[config.mk]
export PLATFORM = sky130hd
export DESIGN_NAME = cdst_node
export DESIGN_NICKNAME = d
export VERILOG_FILES = /design/src/design/cdst_pkg.sv /design/src/design/cdst_lane_if.sv /design/src/design/cdst_screen.sv /design/src/design/cdst_vote.sv /design/src/design/cdst_node.sv
export SDC_FILE = /design/constraint.sdc
export NUM_CORES = 1
export LEC_CHECK = 0
export ABC_AREA = 1
export ABC_CLOCK_PERIOD_IN_PS = 8700
export BUFFER_PORTS_ARGS = -buffer_cell sky130_fd_sc_hd__buf_2
export CAP_MARGIN = 20
export CORE_MARGIN = 2
export CORE_UTILIZATION = 32
export CTS_BUF_LIST = sky130_fd_sc_hd__clkbuf_16
export CTS_CLUSTER_DIAMETER = 200
export DETAILED_ROUTE_END_ITERATION = 8
export HOLD_SLACK_MARGIN = 0.02
export SETUP_SLACK_MARGIN = 0.02
export SKIP_CTS_REPAIR_TIMING = 1
export SYNTH_ARGS = -nofsm -noshare
export SYNTH_HDL_FRONTEND = slang
export SYNTH_HIERARCHICAL = 1
export SYNTH_SLANG_ARGS = --single-unit
[constraint.sdc]
create_clock -name clock -period 8.7 [get_ports clock]
set_input_delay 0.435 -clock clock [delete_from_list [all_inputs] [get_ports clock]]
set_output_delay 0.435 -clock clock [all_outputs]
set_load 0.01 [all_outputs]
[src/design/cdst_pkg.sv]
package cdst_pkg;
	// node counts: one lane per opposite-kind node, one bit per defendant
	localparam int NODES = 4;
	localparam int VCNT_W = 3;
	// timing in ns and derived cycle counts at 25 MHz
	localparam int CLK_PERIOD_NS = 40;
	localparam int WIN_OPEN_NS = 200;
	localparam int WIN_CLOSE_NS = 4000;
	localparam int UPSET_ABATE_NS = 1000000;
	localparam int WIN_OPEN_CYC = (WIN_OPEN_NS + CLK_PERIOD_NS - 1) / CLK_PERIOD_NS;
	localparam int WIN_CLOSE_CYC = WIN_CLOSE_NS / CLK_PERIOD_NS;
	localparam int SETTLE_CYC = (UPSET_ABATE_NS + CLK_PERIOD_NS - 1) / CLK_PERIOD_NS;
	localparam int WCNT_W = 8;
	localparam int SCNT_W = 24;
	// values after reset, and the count of a single message
	localparam logic [NODES-1:0] VEC_RST = 4'h0;
	localparam logic [1:0] MSG_CNT_RST = 2'h0;
	localparam logic [1:0] MSG_CNT_ONE = 2'h1;

	typedef logic [NODES-1:0] cdst_vec_type;
	typedef logic [NODES-1:0][NODES-1:0] cdst_words_type;
	typedef enum logic [1:0] {
		ROUND_TWO = 2'h0,
		ROUND_THREE = 2'h1,
		ROUND_FOUR = 2'h2
	} cdst_round_type;
	typedef enum logic [2:0] {
		MODE_DETECT = 3'h0,
		MODE_JOIN_FIRST = 3'h1,
		MODE_JOIN_SECOND = 3'h2,
		MODE_INIT = 3'h3,
		MODE_PRESERVE = 3'h4
	} cdst_mode_type;
	typedef enum logic [1:0] {
		ST_CLEAR = 2'h0,
		ST_TEST = 2'h1,
		ST_OPER = 2'h3,
		ST_HALT = 2'h2
	} cdst_node_st_type;
	typedef enum logic [1:0] {
		RS_IDLE = 2'h0,
		RS_COLLECT = 2'h1,
		RS_EVAL = 2'h3
	} cdst_rnd_st_type;

	// number of set bits in a lane vector
	function automatic logic [VCNT_W-1:0] popcount(input cdst_vec_type v);
		logic [VCNT_W-1:0] n;
		n = '0;
		for (int i = 0; i < NODES; i++) begin
			n = n + VCNT_W'(v[i]);
		end
		return n;
	endfunction : popcount

	// strict majority of n voters
	function automatic logic is_majority(input logic [VCNT_W-1:0] cnt, input logic [VCNT_W-1:0] n);
		return {cnt, 1'b0} > {1'b0, n};
	endfunction : is_majority
endpackage : cdst_pkg

[src/design/cdst_lane_if.sv]
`timescale 1ns/100ps
interface cdst_lane_if;
	import cdst_pkg::*;
	cdst_vec_type   eligible;
	cdst_vec_type   rx_error;
	cdst_words_type word;
	modport screen (output eligible, output rx_error, output word);
	modport core (input eligible, input rx_error, input word);
endinterface : cdst_lane_if

[src/design/cdst_screen.sv]
`timescale 1ns/100ps
module cdst_screen
	import cdst_pkg::*;
(
	// clock and reset
	input  logic               clock,
	input  logic               srst,
	// round control
	input  logic               clear,
	input  logic               active,
	input  logic               window,
	// receive side
	input  cdst_vec_type       rx_valid,
	input  cdst_vec_type       rx_link_err,
	input  cdst_vec_type       rx_is_data,
	input  cdst_vec_type       trusted,
	input  cdst_words_type     rx_word,
	// lane results
	cdst_lane_if.screen        lane
);
	logic [NODES-1:0][1:0] msg_cnt_ff;
	cdst_vec_type          rx_err_ff;
	cdst_vec_type          bad_ff;
	cdst_words_type        word_ff;

	// message count per source, saturating at two
	always_ff @(posedge clock) begin
		for (int i = 0; i < NODES; i++) begin
			if (srst || clear) begin
				msg_cnt_ff[i] <= MSG_CNT_RST;
			end else if (active && rx_valid[i] && msg_cnt_ff[i] != 2'h2) begin
				msg_cnt_ff[i] <= msg_cnt_ff[i] + 2'h1;
			end
		end
	end

	// link and timing errors, and content that is not a data message
	always_ff @(posedge clock) begin
		if (srst || clear) begin
			rx_err_ff <= VEC_RST;
			bad_ff <= VEC_RST;
		end else if (active) begin
			rx_err_ff <= rx_err_ff | (rx_valid & (rx_link_err | {NODES{!window}}));
			bad_ff <= bad_ff | (rx_valid & ~rx_is_data);
		end
	end

	// keep the first word received from each source
	always_ff @(posedge clock) begin
		for (int i = 0; i < NODES; i++) begin
			if (srst || clear) begin
				word_ff[i] <= VEC_RST;
			end else if (active && rx_valid[i] && msg_cnt_ff[i] == MSG_CNT_RST) begin
				word_ff[i] <= rx_word[i];
			end
		end
	end

	// a voter needs exactly one clean message, data content and trust
	always_comb begin
		for (int i = 0; i < NODES; i++) begin
			lane.rx_error[i] = rx_err_ff[i] || msg_cnt_ff[i] != MSG_CNT_ONE;
		end
		lane.eligible = ~lane.rx_error & ~bad_ff & trusted;
		lane.word = word_ff;
	end
endmodule : cdst_screen

[src/design/cdst_vote.sv]
`timescale 1ns/100ps
module cdst_vote
	import cdst_pkg::*;
(
	// lane results
	cdst_lane_if.core          lane,
	// vote results
	output cdst_vec_type       bit_vote,
	output cdst_vec_type       word_vote,
	output cdst_vec_type       mismatch,
	output logic [VCNT_W-1:0]  n_elig,
	output logic [VCNT_W-1:0]  agree_cnt
);
	cdst_vec_type col;
	cdst_vec_type same;

	// per-defendant majority over the eligible voters' accusation bits
	always_comb begin
		col = '0;
		n_elig = popcount(lane.eligible);
		for (int d = 0; d < NODES; d++) begin
			for (int v = 0; v < NODES; v++) begin
				col[v] = lane.word[v][d] & lane.eligible[v];
			end
			bit_vote[d] = is_majority(popcount(col), n_elig);
		end
	end

	// whole-word vote, first word with the largest support wins a tie
	always_comb begin
		same = '0;
		agree_cnt = '0;
		word_vote = '0;
		for (int v = 0; v < NODES; v++) begin
			for (int u = 0; u < NODES; u++) begin
				same[u] = lane.eligible[u] && lane.word[u] == lane.word[v];
			end
			if (lane.eligible[v] && popcount(same) > agree_cnt) begin
				agree_cnt = popcount(same);
				word_vote = lane.word[v];
			end
		end
		for (int v = 0; v < NODES; v++) begin
			mismatch[v] = lane.eligible[v] && lane.word[v] != word_vote;
		end
	end
endmodule : cdst_vote

[src/design/cdst_node.sv]
`timescale 1ns/100ps
// Function
// - in round two managers check each interface message for link, window, count and content
// - managers drop interface voters with reception error, bad content or no trust
// - managers report a protocol failure when no interface voter is eligible
// - managers bit-vote each interface defendant over eligible voters' accusation bits
// - managers broadcast all per-defendant bit votes in a single message
// - in round three interface nodes screen manager messages the same way
// - interface nodes report a protocol failure when no manager voter is eligible
// - interface nodes take a whole-word majority vote over eligible managers
// - interface nodes flag every eligible manager whose word differs from the vote
// - a voted word without majority agreement is a protocol failure
// - interface nodes broadcast the voted word and hand it to the processing element
// - a voted vector convicting every interface node is a protocol failure
// - interface nodes check their own conviction against what their mode expects
// - in round four managers screen interface broadcasts and check for a voter
// - rounds never overlap: a single round engine accepts a new round only when idle
// - a failed self-test restarts self-test mode
// - a permanent fault keeps the node in self-test forever
// - on any failure drop off the bus and self-test for the full settling time
// - self-test is entered after power-on enable and after local or bus failure
// - entering self-test resets everything and disables the bus output
// - all prior state is discarded after any fault
// - self-test runs the whole settling interval before leaving
// - a reception error accuses the source node
// - a cross-lane mismatch accuses the source node
// - voter and majority check failures report a clique failure
module cdst_node
	import cdst_pkg::*;
#(
	parameter int SETTLE_CYCLES = SETTLE_CYC
) (
	// clock and reset
	input  logic               clock,
	input  logic               srst,
	// node identity and mode
	input  logic               node_is_manager,
	input  logic [1:0]         self_idx,
	input  cdst_mode_type      op_mode,
	// round control
	input  logic               round_start,
	input  cdst_round_type     round_sel,
	// received messages, one lane per opposite-kind node
	input  cdst_vec_type       rx_valid,
	input  cdst_vec_type       rx_link_err,
	input  cdst_vec_type       rx_is_data,
	input  cdst_words_type     rx_word,
	input  cdst_vec_type       trusted,
	// failure sources and self-test
	input  logic               power_on_en,
	input  logic               bus_fail,
	input  logic               local_fail_in,
	input  logic               test_fail,
	input  logic               test_perm_fault,
	// bus and processing element side
	output logic               tx_valid,
	output cdst_vec_type       tx_word,
	output logic               pe_valid,
	output cdst_vec_type       pe_word,
	output logic               accuse_valid,
	output cdst_vec_type       accuse,
	// failure reports and node state
	output logic               clique_fail,
	output logic               local_fail,
	output logic               bus_out_en,
	output logic               in_selftest,
	output logic               state_clear,
	output logic               enter_clique_detect
);
	localparam int EVAL_DLY = WIN_CLOSE_CYC + 2;

	cdst_lane_if lane ();

	logic              pwr_en_s1_ff;
	logic              pwr_en_s2_ff;
	cdst_node_st_type  node_st_ff;
	cdst_node_st_type  nxt_node_st;
	logic [SCNT_W-1:0] settle_cnt_ff;
	logic              settle_done;
	logic              enter_cd_ff;
	cdst_rnd_st_type   rnd_st_ff;
	cdst_rnd_st_type   nxt_rnd_st;
	cdst_round_type    sel_ff;
	logic [WCNT_W-1:0] win_cnt_ff;
	logic              oper;
	logic              role_ok;
	logic              accept;
	logic              collecting;
	logic              window;
	logic              eval;
	logic              flush;
	logic              fail_now;
	cdst_vec_type      bit_vote;
	cdst_vec_type      word_vote;
	cdst_vec_type      mismatch;
	logic [VCNT_W-1:0] n_elig;
	logic [VCNT_W-1:0] agree_cnt;
	logic              no_voter;
	logic              no_major;
	logic              all_conv;
	logic              self_conv;
	logic              self_local;
	logic              self_clique;
	logic              tx_valid_ff;
	cdst_vec_type      tx_word_ff;
	logic              pe_valid_ff;
	cdst_vec_type      pe_word_ff;
	logic              accuse_valid_ff;
	cdst_vec_type      accuse_ff;
	logic              clique_fail_ff;
	logic              local_fail_ff;

	// power-on enable comes from a pin
	always_ff @(posedge clock) begin
		if (srst) begin
			pwr_en_s1_ff <= 1'b0;
			pwr_en_s2_ff <= 1'b0;
		end else begin
			pwr_en_s1_ff <= power_on_en;
			pwr_en_s2_ff <= pwr_en_s1_ff;
		end
	end

	// any failure sends the node back to self-test
	assign fail_now = clique_fail_ff || local_fail_ff || bus_fail || local_fail_in || !pwr_en_s2_ff;
	assign settle_done = settle_cnt_ff == SCNT_W'(SETTLE_CYCLES - 1);

	// node mode: clear, self-test, operating, halted
	always_comb begin
		nxt_node_st = node_st_ff;
		unique case (node_st_ff)
			ST_CLEAR: begin
				if (pwr_en_s2_ff) begin
					nxt_node_st = ST_TEST;
				end
			end
			ST_TEST: begin
				if (test_perm_fault) begin
					nxt_node_st = ST_HALT;
				end else if (test_fail) begin
					nxt_node_st = ST_CLEAR;
				end else if (settle_done) begin
					nxt_node_st = ST_OPER;
				end
			end
			ST_OPER: begin
				if (fail_now) begin
					nxt_node_st = ST_CLEAR;
				end
			end
			ST_HALT: begin
				nxt_node_st = ST_HALT;
			end
		endcase
	end

	// node mode register
	always_ff @(posedge clock) begin
		if (srst) begin
			node_st_ff <= ST_CLEAR;
		end else begin
			node_st_ff <= nxt_node_st;
		end
	end

	// settling interval counter, restarted on every entry to self-test
	always_ff @(posedge clock) begin
		if (srst || node_st_ff != ST_TEST) begin
			settle_cnt_ff <= '0;
		end else if (!settle_done) begin
			settle_cnt_ff <= settle_cnt_ff + SCNT_W'(1);
		end
	end

	// one-cycle mark on leaving self-test
	always_ff @(posedge clock) begin
		if (srst) begin
			enter_cd_ff <= 1'b0;
		end else begin
			enter_cd_ff <= node_st_ff == ST_TEST && nxt_node_st == ST_OPER;
		end
	end

	// bus output only while operating; every non-operating mode drives the full reset
	assign oper = node_st_ff == ST_OPER;
	assign flush = !oper;
	assign bus_out_en = oper;
	assign in_selftest = !oper;
	assign state_clear = node_st_ff == ST_CLEAR;
	assign enter_clique_detect = enter_cd_ff;

	// managers run rounds two and four, interface nodes round three
	always_comb begin
		if (node_is_manager) begin
			role_ok = round_sel == ROUND_TWO || round_sel == ROUND_FOUR;
		end else begin
			role_ok = round_sel == ROUND_THREE;
		end
	end

	// a single engine for all rounds; a new round is accepted only while the engine is idle
	assign accept = round_start && oper && rnd_st_ff == RS_IDLE && role_ok;
	assign collecting = rnd_st_ff == RS_COLLECT;
	assign window = collecting && win_cnt_ff >= WCNT_W'(WIN_OPEN_CYC);
	assign eval = rnd_st_ff == RS_EVAL;

	// round sequencing: collect through the window, then evaluate once
	always_comb begin
		nxt_rnd_st = rnd_st_ff;
		unique case (rnd_st_ff)
			RS_IDLE: begin
				if (accept) begin
					nxt_rnd_st = RS_COLLECT;
				end
			end
			RS_COLLECT: begin
				if (win_cnt_ff == WCNT_W'(WIN_CLOSE_CYC)) begin
					nxt_rnd_st = RS_EVAL;
				end
			end
			RS_EVAL: begin
				nxt_rnd_st = RS_IDLE;
			end
			default: begin
				nxt_rnd_st = RS_IDLE;
			end
		endcase
		if (flush) begin
			nxt_rnd_st = RS_IDLE;
		end
	end

	// round state and local-time window counter
	always_ff @(posedge clock) begin
		if (srst) begin
			rnd_st_ff <= RS_IDLE;
			win_cnt_ff <= '0;
			sel_ff <= ROUND_TWO;
		end else begin
			rnd_st_ff <= nxt_rnd_st;
			if (accept) begin
				win_cnt_ff <= '0;
				sel_ff <= round_sel;
			end else if (collecting) begin
				win_cnt_ff <= win_cnt_ff + WCNT_W'(1);
			end
		end
	end

	// reception screening per lane
	cdst_screen u_screen (
		.clock       (clock),
		.srst        (srst),
		.clear       (accept || flush),
		.active      (collecting),
		.window      (window),
		.rx_valid    (rx_valid),
		.rx_link_err (rx_link_err),
		.rx_is_data  (rx_is_data),
		.trusted     (trusted),
		.rx_word     (rx_word),
		.lane        (lane)
	);

	// bit vote and word vote over the eligible lanes
	cdst_vote u_vote (
		.lane      (lane),
		.bit_vote  (bit_vote),
		.word_vote (word_vote),
		.mismatch  (mismatch),
		.n_elig    (n_elig),
		.agree_cnt (agree_cnt)
	);

	// round checks on the vote results
	always_comb begin
		no_voter = n_elig == '0;
		no_major = !is_majority(agree_cnt, n_elig);
		all_conv = &word_vote;
		self_conv = word_vote[self_idx];
		self_clique = op_mode == MODE_DETECT && self_conv;
		if (op_mode == MODE_JOIN_FIRST) begin
			self_local = !self_conv;
		end else begin
			self_local = op_mode != MODE_DETECT && self_conv;
		end
	end

	// evaluation: accusations, failures, broadcast and delivery
	always_ff @(posedge clock) begin
		if (srst || flush) begin
			tx_valid_ff <= 1'b0;
			tx_word_ff <= VEC_RST;
			pe_valid_ff <= 1'b0;
			pe_word_ff <= VEC_RST;
			accuse_valid_ff <= 1'b0;
			accuse_ff <= VEC_RST;
			clique_fail_ff <= 1'b0;
			local_fail_ff <= 1'b0;
		end else begin
			tx_valid_ff <= 1'b0;
			pe_valid_ff <= 1'b0;
			accuse_valid_ff <= 1'b0;
			clique_fail_ff <= 1'b0;
			local_fail_ff <= 1'b0;
			if (eval) begin
				accuse_valid_ff <= 1'b1;
				if (sel_ff == ROUND_THREE) begin
					accuse_ff <= lane.rx_error | mismatch;
					clique_fail_ff <= no_voter || no_major || all_conv || self_clique;
					local_fail_ff <= !no_voter && self_local;
				end else begin
					accuse_ff <= lane.rx_error;
					clique_fail_ff <= no_voter;
				end
				if (!no_voter && sel_ff == ROUND_TWO) begin
					tx_valid_ff <= 1'b1;
					tx_word_ff <= bit_vote;
				end
				if (!no_voter && sel_ff == ROUND_THREE) begin
					tx_valid_ff <= 1'b1;
					tx_word_ff <= word_vote;
					pe_valid_ff <= 1'b1;
					pe_word_ff <= word_vote;
				end
			end
		end
	end

	// registered outputs
	assign tx_valid = tx_valid_ff;
	assign tx_word = tx_word_ff;
	assign pe_valid = pe_valid_ff;
	assign pe_word = pe_word_ff;
	assign accuse_valid = accuse_valid_ff;
	assign accuse = accuse_ff;
	assign clique_fail = clique_fail_ff;
	assign local_fail = local_fail_ff;
endmodule : cdst_node

==> impl_metrics.json <==
{
  "status": "completed",
  "core-area_sq_mm": 0.0204,
  "fmax_mhz": 137,
  "grt_antenna_before_repair": 0,
  "wire_per_inst_um": 12.7,
  "port_buffers": 68,
  "slew_violations": 0,
  "cts_made_buffers": 9,
  "synth_nets": 1105,
  "required_ns": 8.98,
  "netlist_area_sq_mm": 0.00669,
  "hp-class": "input port to flop",
  "p_seq_share_pct": 49.8,
  "most-common-layout-cells": "nand2_1, nor2_1, inv_1",
  "dpl.cell_count": 1311,
  "p_int_mw": 0.645,
  "cpMostUsedCell": "nand2_1",
  "slew_headroom_pct": 30.8,
  "drt_first_pass_iters": 7,
  "peakVddDrop_mv": 0.0829,
  "synth.avg_cell_area_sq_um": 6.73,
  "r2r_slack_ns": 1.40,
  "cts_tree": "built",
  "layout_commonest_cell": "nand2_1",
  "clk_path_buf_depth": 2,
  "critical_path_class": "flop to flop",
  "cp_num_buf_inv": 5,
  "reg2regPathDepth": 41,
  "dieArea_sq_mm": 0.0221,
  "total_leakage_power_nw": 3.62,
  "p_clk_share_pct": 47.5,
  "worstSetupEndpointType": "flop",
  "hold_end": "pwr_en_s1_ff",
  "fin_setup_tns_ns": 0,
  "overflow": 0,
  "yosysSeqAreaShare_pct": 26.9,
  "vias": 6087,
  "clock_latency_ns": 0.35,
  "area_growth_pct": 12.6,
  "regArea_sq_mm": 0.00180,
  "drive_gt1_share_pct": 14.9,
  "final.setup_skew_ns": 0.0109,
  "switchingPower_mw": 0.184,
  "slowest_delay_ns": 0.83,
  "antenna_left": 0,
  "grt_pass1_vias": 5863,
  "rsz0062_at_grt": "false",
  "htreeDepth": 3,
  "wl_um": 16900,
  "slowest_stage": "nor3b_1",
  "dieWidth_um": 149,
  "yosys_warnings": 6,
  "grt_max_degree": 26,
  "critPathArrivalTime_ns": 7.57,
  "synth-seq-cells": 90,
  "cts.sinks": 90,
  "power_frac_comb_pct": 2.7,
  "switching_share_pct": 22.2,
  "row_count": 52,
  "synth_cell_type_count": 45,
  "power.density_mw_per_mm2": 110,
  "finalSetupViolCount": 0,
  "fillers": 2150,
  "hpwl_um": 13400,
  "post-route-min-period_ns": 7.30,
  "tightest_slew_ns": 1.04,
  "worst-path-stages": 41,
  "finalPower_mw": 0.830,
  "final_nets": 1162,
  "routabilityCongestion": 0.928,
  "grt_use_total_pct": 15.9,
  "timing.rr.start": "u_screen/msg_cnt_ff[3]",
  "drc": 0,
  "hold_path_depth": 3,
  "first_iter_violations": 323,
  "clk_pin_slew_ns": 0.07,
  "start_util_pct": 32.9,
  "critPathMaxFanout": 13,
  "viasPerCell": 4.59,
  "io_pins": 69,
  "grt_pass1_wl_um": 28200,
  "multi_input_area_sq_mm": 0.00415,
  "hold_start": "power_on_en",
  "cp-start-kind": "flop",
  "final_hold_viol_count": 0,
  "die_y_um": 149,
  "hold_slack_ns": 0.287,
  "maxCapViolations": 0,
  "critical-path-top-delay-family": "simple AND/OR/NAND/NOR gates",
  "reg2reg_to": "clique_fail",
  "finalCritPeriodShare_pct": 83.9,
  "insertedDiodeCount": 0,
  "synthCells": 995,
  "root_buffer": "clkbuf_16",
  "fin_cells": 1327
}
-- cell families after synthesis --
family          after synthesis  share of synthesized area, %
simple gates                542                          37.8
fa+ha+maj                    62                          13.0
xor+xnor                     27                          3.53
compound gates               92                          7.53
buf+inv                     182                          11.2
flops                        90                          26.9
-- metrics by stage --
step | area [sq um] | setup slack [ns] | util (%)
final | 7540 | 1.40 | 37.0
after global routing | 7540 | 0.689 | 37.0
after CTS | 7540 | 1.42 | 37.0
after detailed placement | 7240 | 1.45 | 35.6
after global placement | 7240 | 1.68 | 35.6
after floorplan | 6690 | 2.36 | -
-- power groups by stage --
stage	Sequential, mW	Clock [mW]	Combinational (mW)
6_report	0.413	0.394	0.0228
5_1_grt	0.413	0.421	0.0254
4_1_cts	0.413	0.407	0.0229
3_5_place_dp	0.423	0	0.0229
3_3_place_gp	0.423	0	0.0229
2_1_floorplan	0.422	0	0.00694
-- sequential cells by signal, indices dropped and copies added, names as in the netlist, 4 cells and up --
name and cells:
u_screen/msg_cnt_ff 8, u_screen/bad_ff 4, accuse 4, pe_word 4, win_cnt_ff 8, settle_cnt_ff 24, u_screen/rx_err_ff 4, tx_word 4
u_screen/lane.word 16
-- per-layer routing --
layer	track usage [%]	vias up	part of all wire [%]
li1	-	3207	-
met1	22.2	2718	50
met5	0	-	0
met3	3.59	19	5.5
met4	4.24	0	1.3
met2	24.7	143	43
-- synthesized netlist by cell type, drive strengths merged --
cell type	count	area share, %
fa	13	3.9
xor2	5	0.65
a21o	4	0.45
or3b	1	0.13
nor4	1	0.094
o21ai	30	2.2
a31oi	7	0.65
xnor2	22	2.9
and2	1	0.094
ha	49	9.2
nor2	167	10
nor3	4	0.47
o21a	2	0.22
nand2	267	16
o21bai	1	0.11
nor3b	9	1.2
a41oi	1	0.13
nand3b	6	0.67
inv	156	8.7
a21oi	43	3.3
o211ai	1	0.11
buf	12	1.4
or2	6	0.56
clkbuf	14	1.1
nand4	16	1.5
dfxtp	90	27
nand3	64	6.4
a22oi	2	0.22
a211oi	1	0.11
-- tightest hold or removal path, delay by kind of cell --
kind | cells | cell delay, ns
buffers and inverters | 2 | 0.11
and+or+nand+nor | 1 | 0.06
-- how the worst max path moves through the flow --
stage | startpoint | endpoint
after floorplan | u_screen/msg_cnt_ff[7] | clique_fail
after global placement | u_screen/msg_cnt_ff[3] | clique_fail
after detailed placement | u_screen/msg_cnt_ff[3] | clique_fail
after CTS | u_screen/msg_cnt_ff[3] | clique_fail
after global routing | u_screen/msg_cnt_ff[3] | clique_fail
final | u_screen/msg_cnt_ff[3] | clique_fail
-- layout make-up --
type,instances,share of cell area (%)
Inverter,156,7.77
Clock buffer,9,2.99
Tap cell,270,4.48
Sequential cell,90,23.9
Timing Repair Buffer,72,4.91
Clock inverter,7,0.913
Multi-Input combinational cell,723,55.0
(Power assumes the default switching activity.)
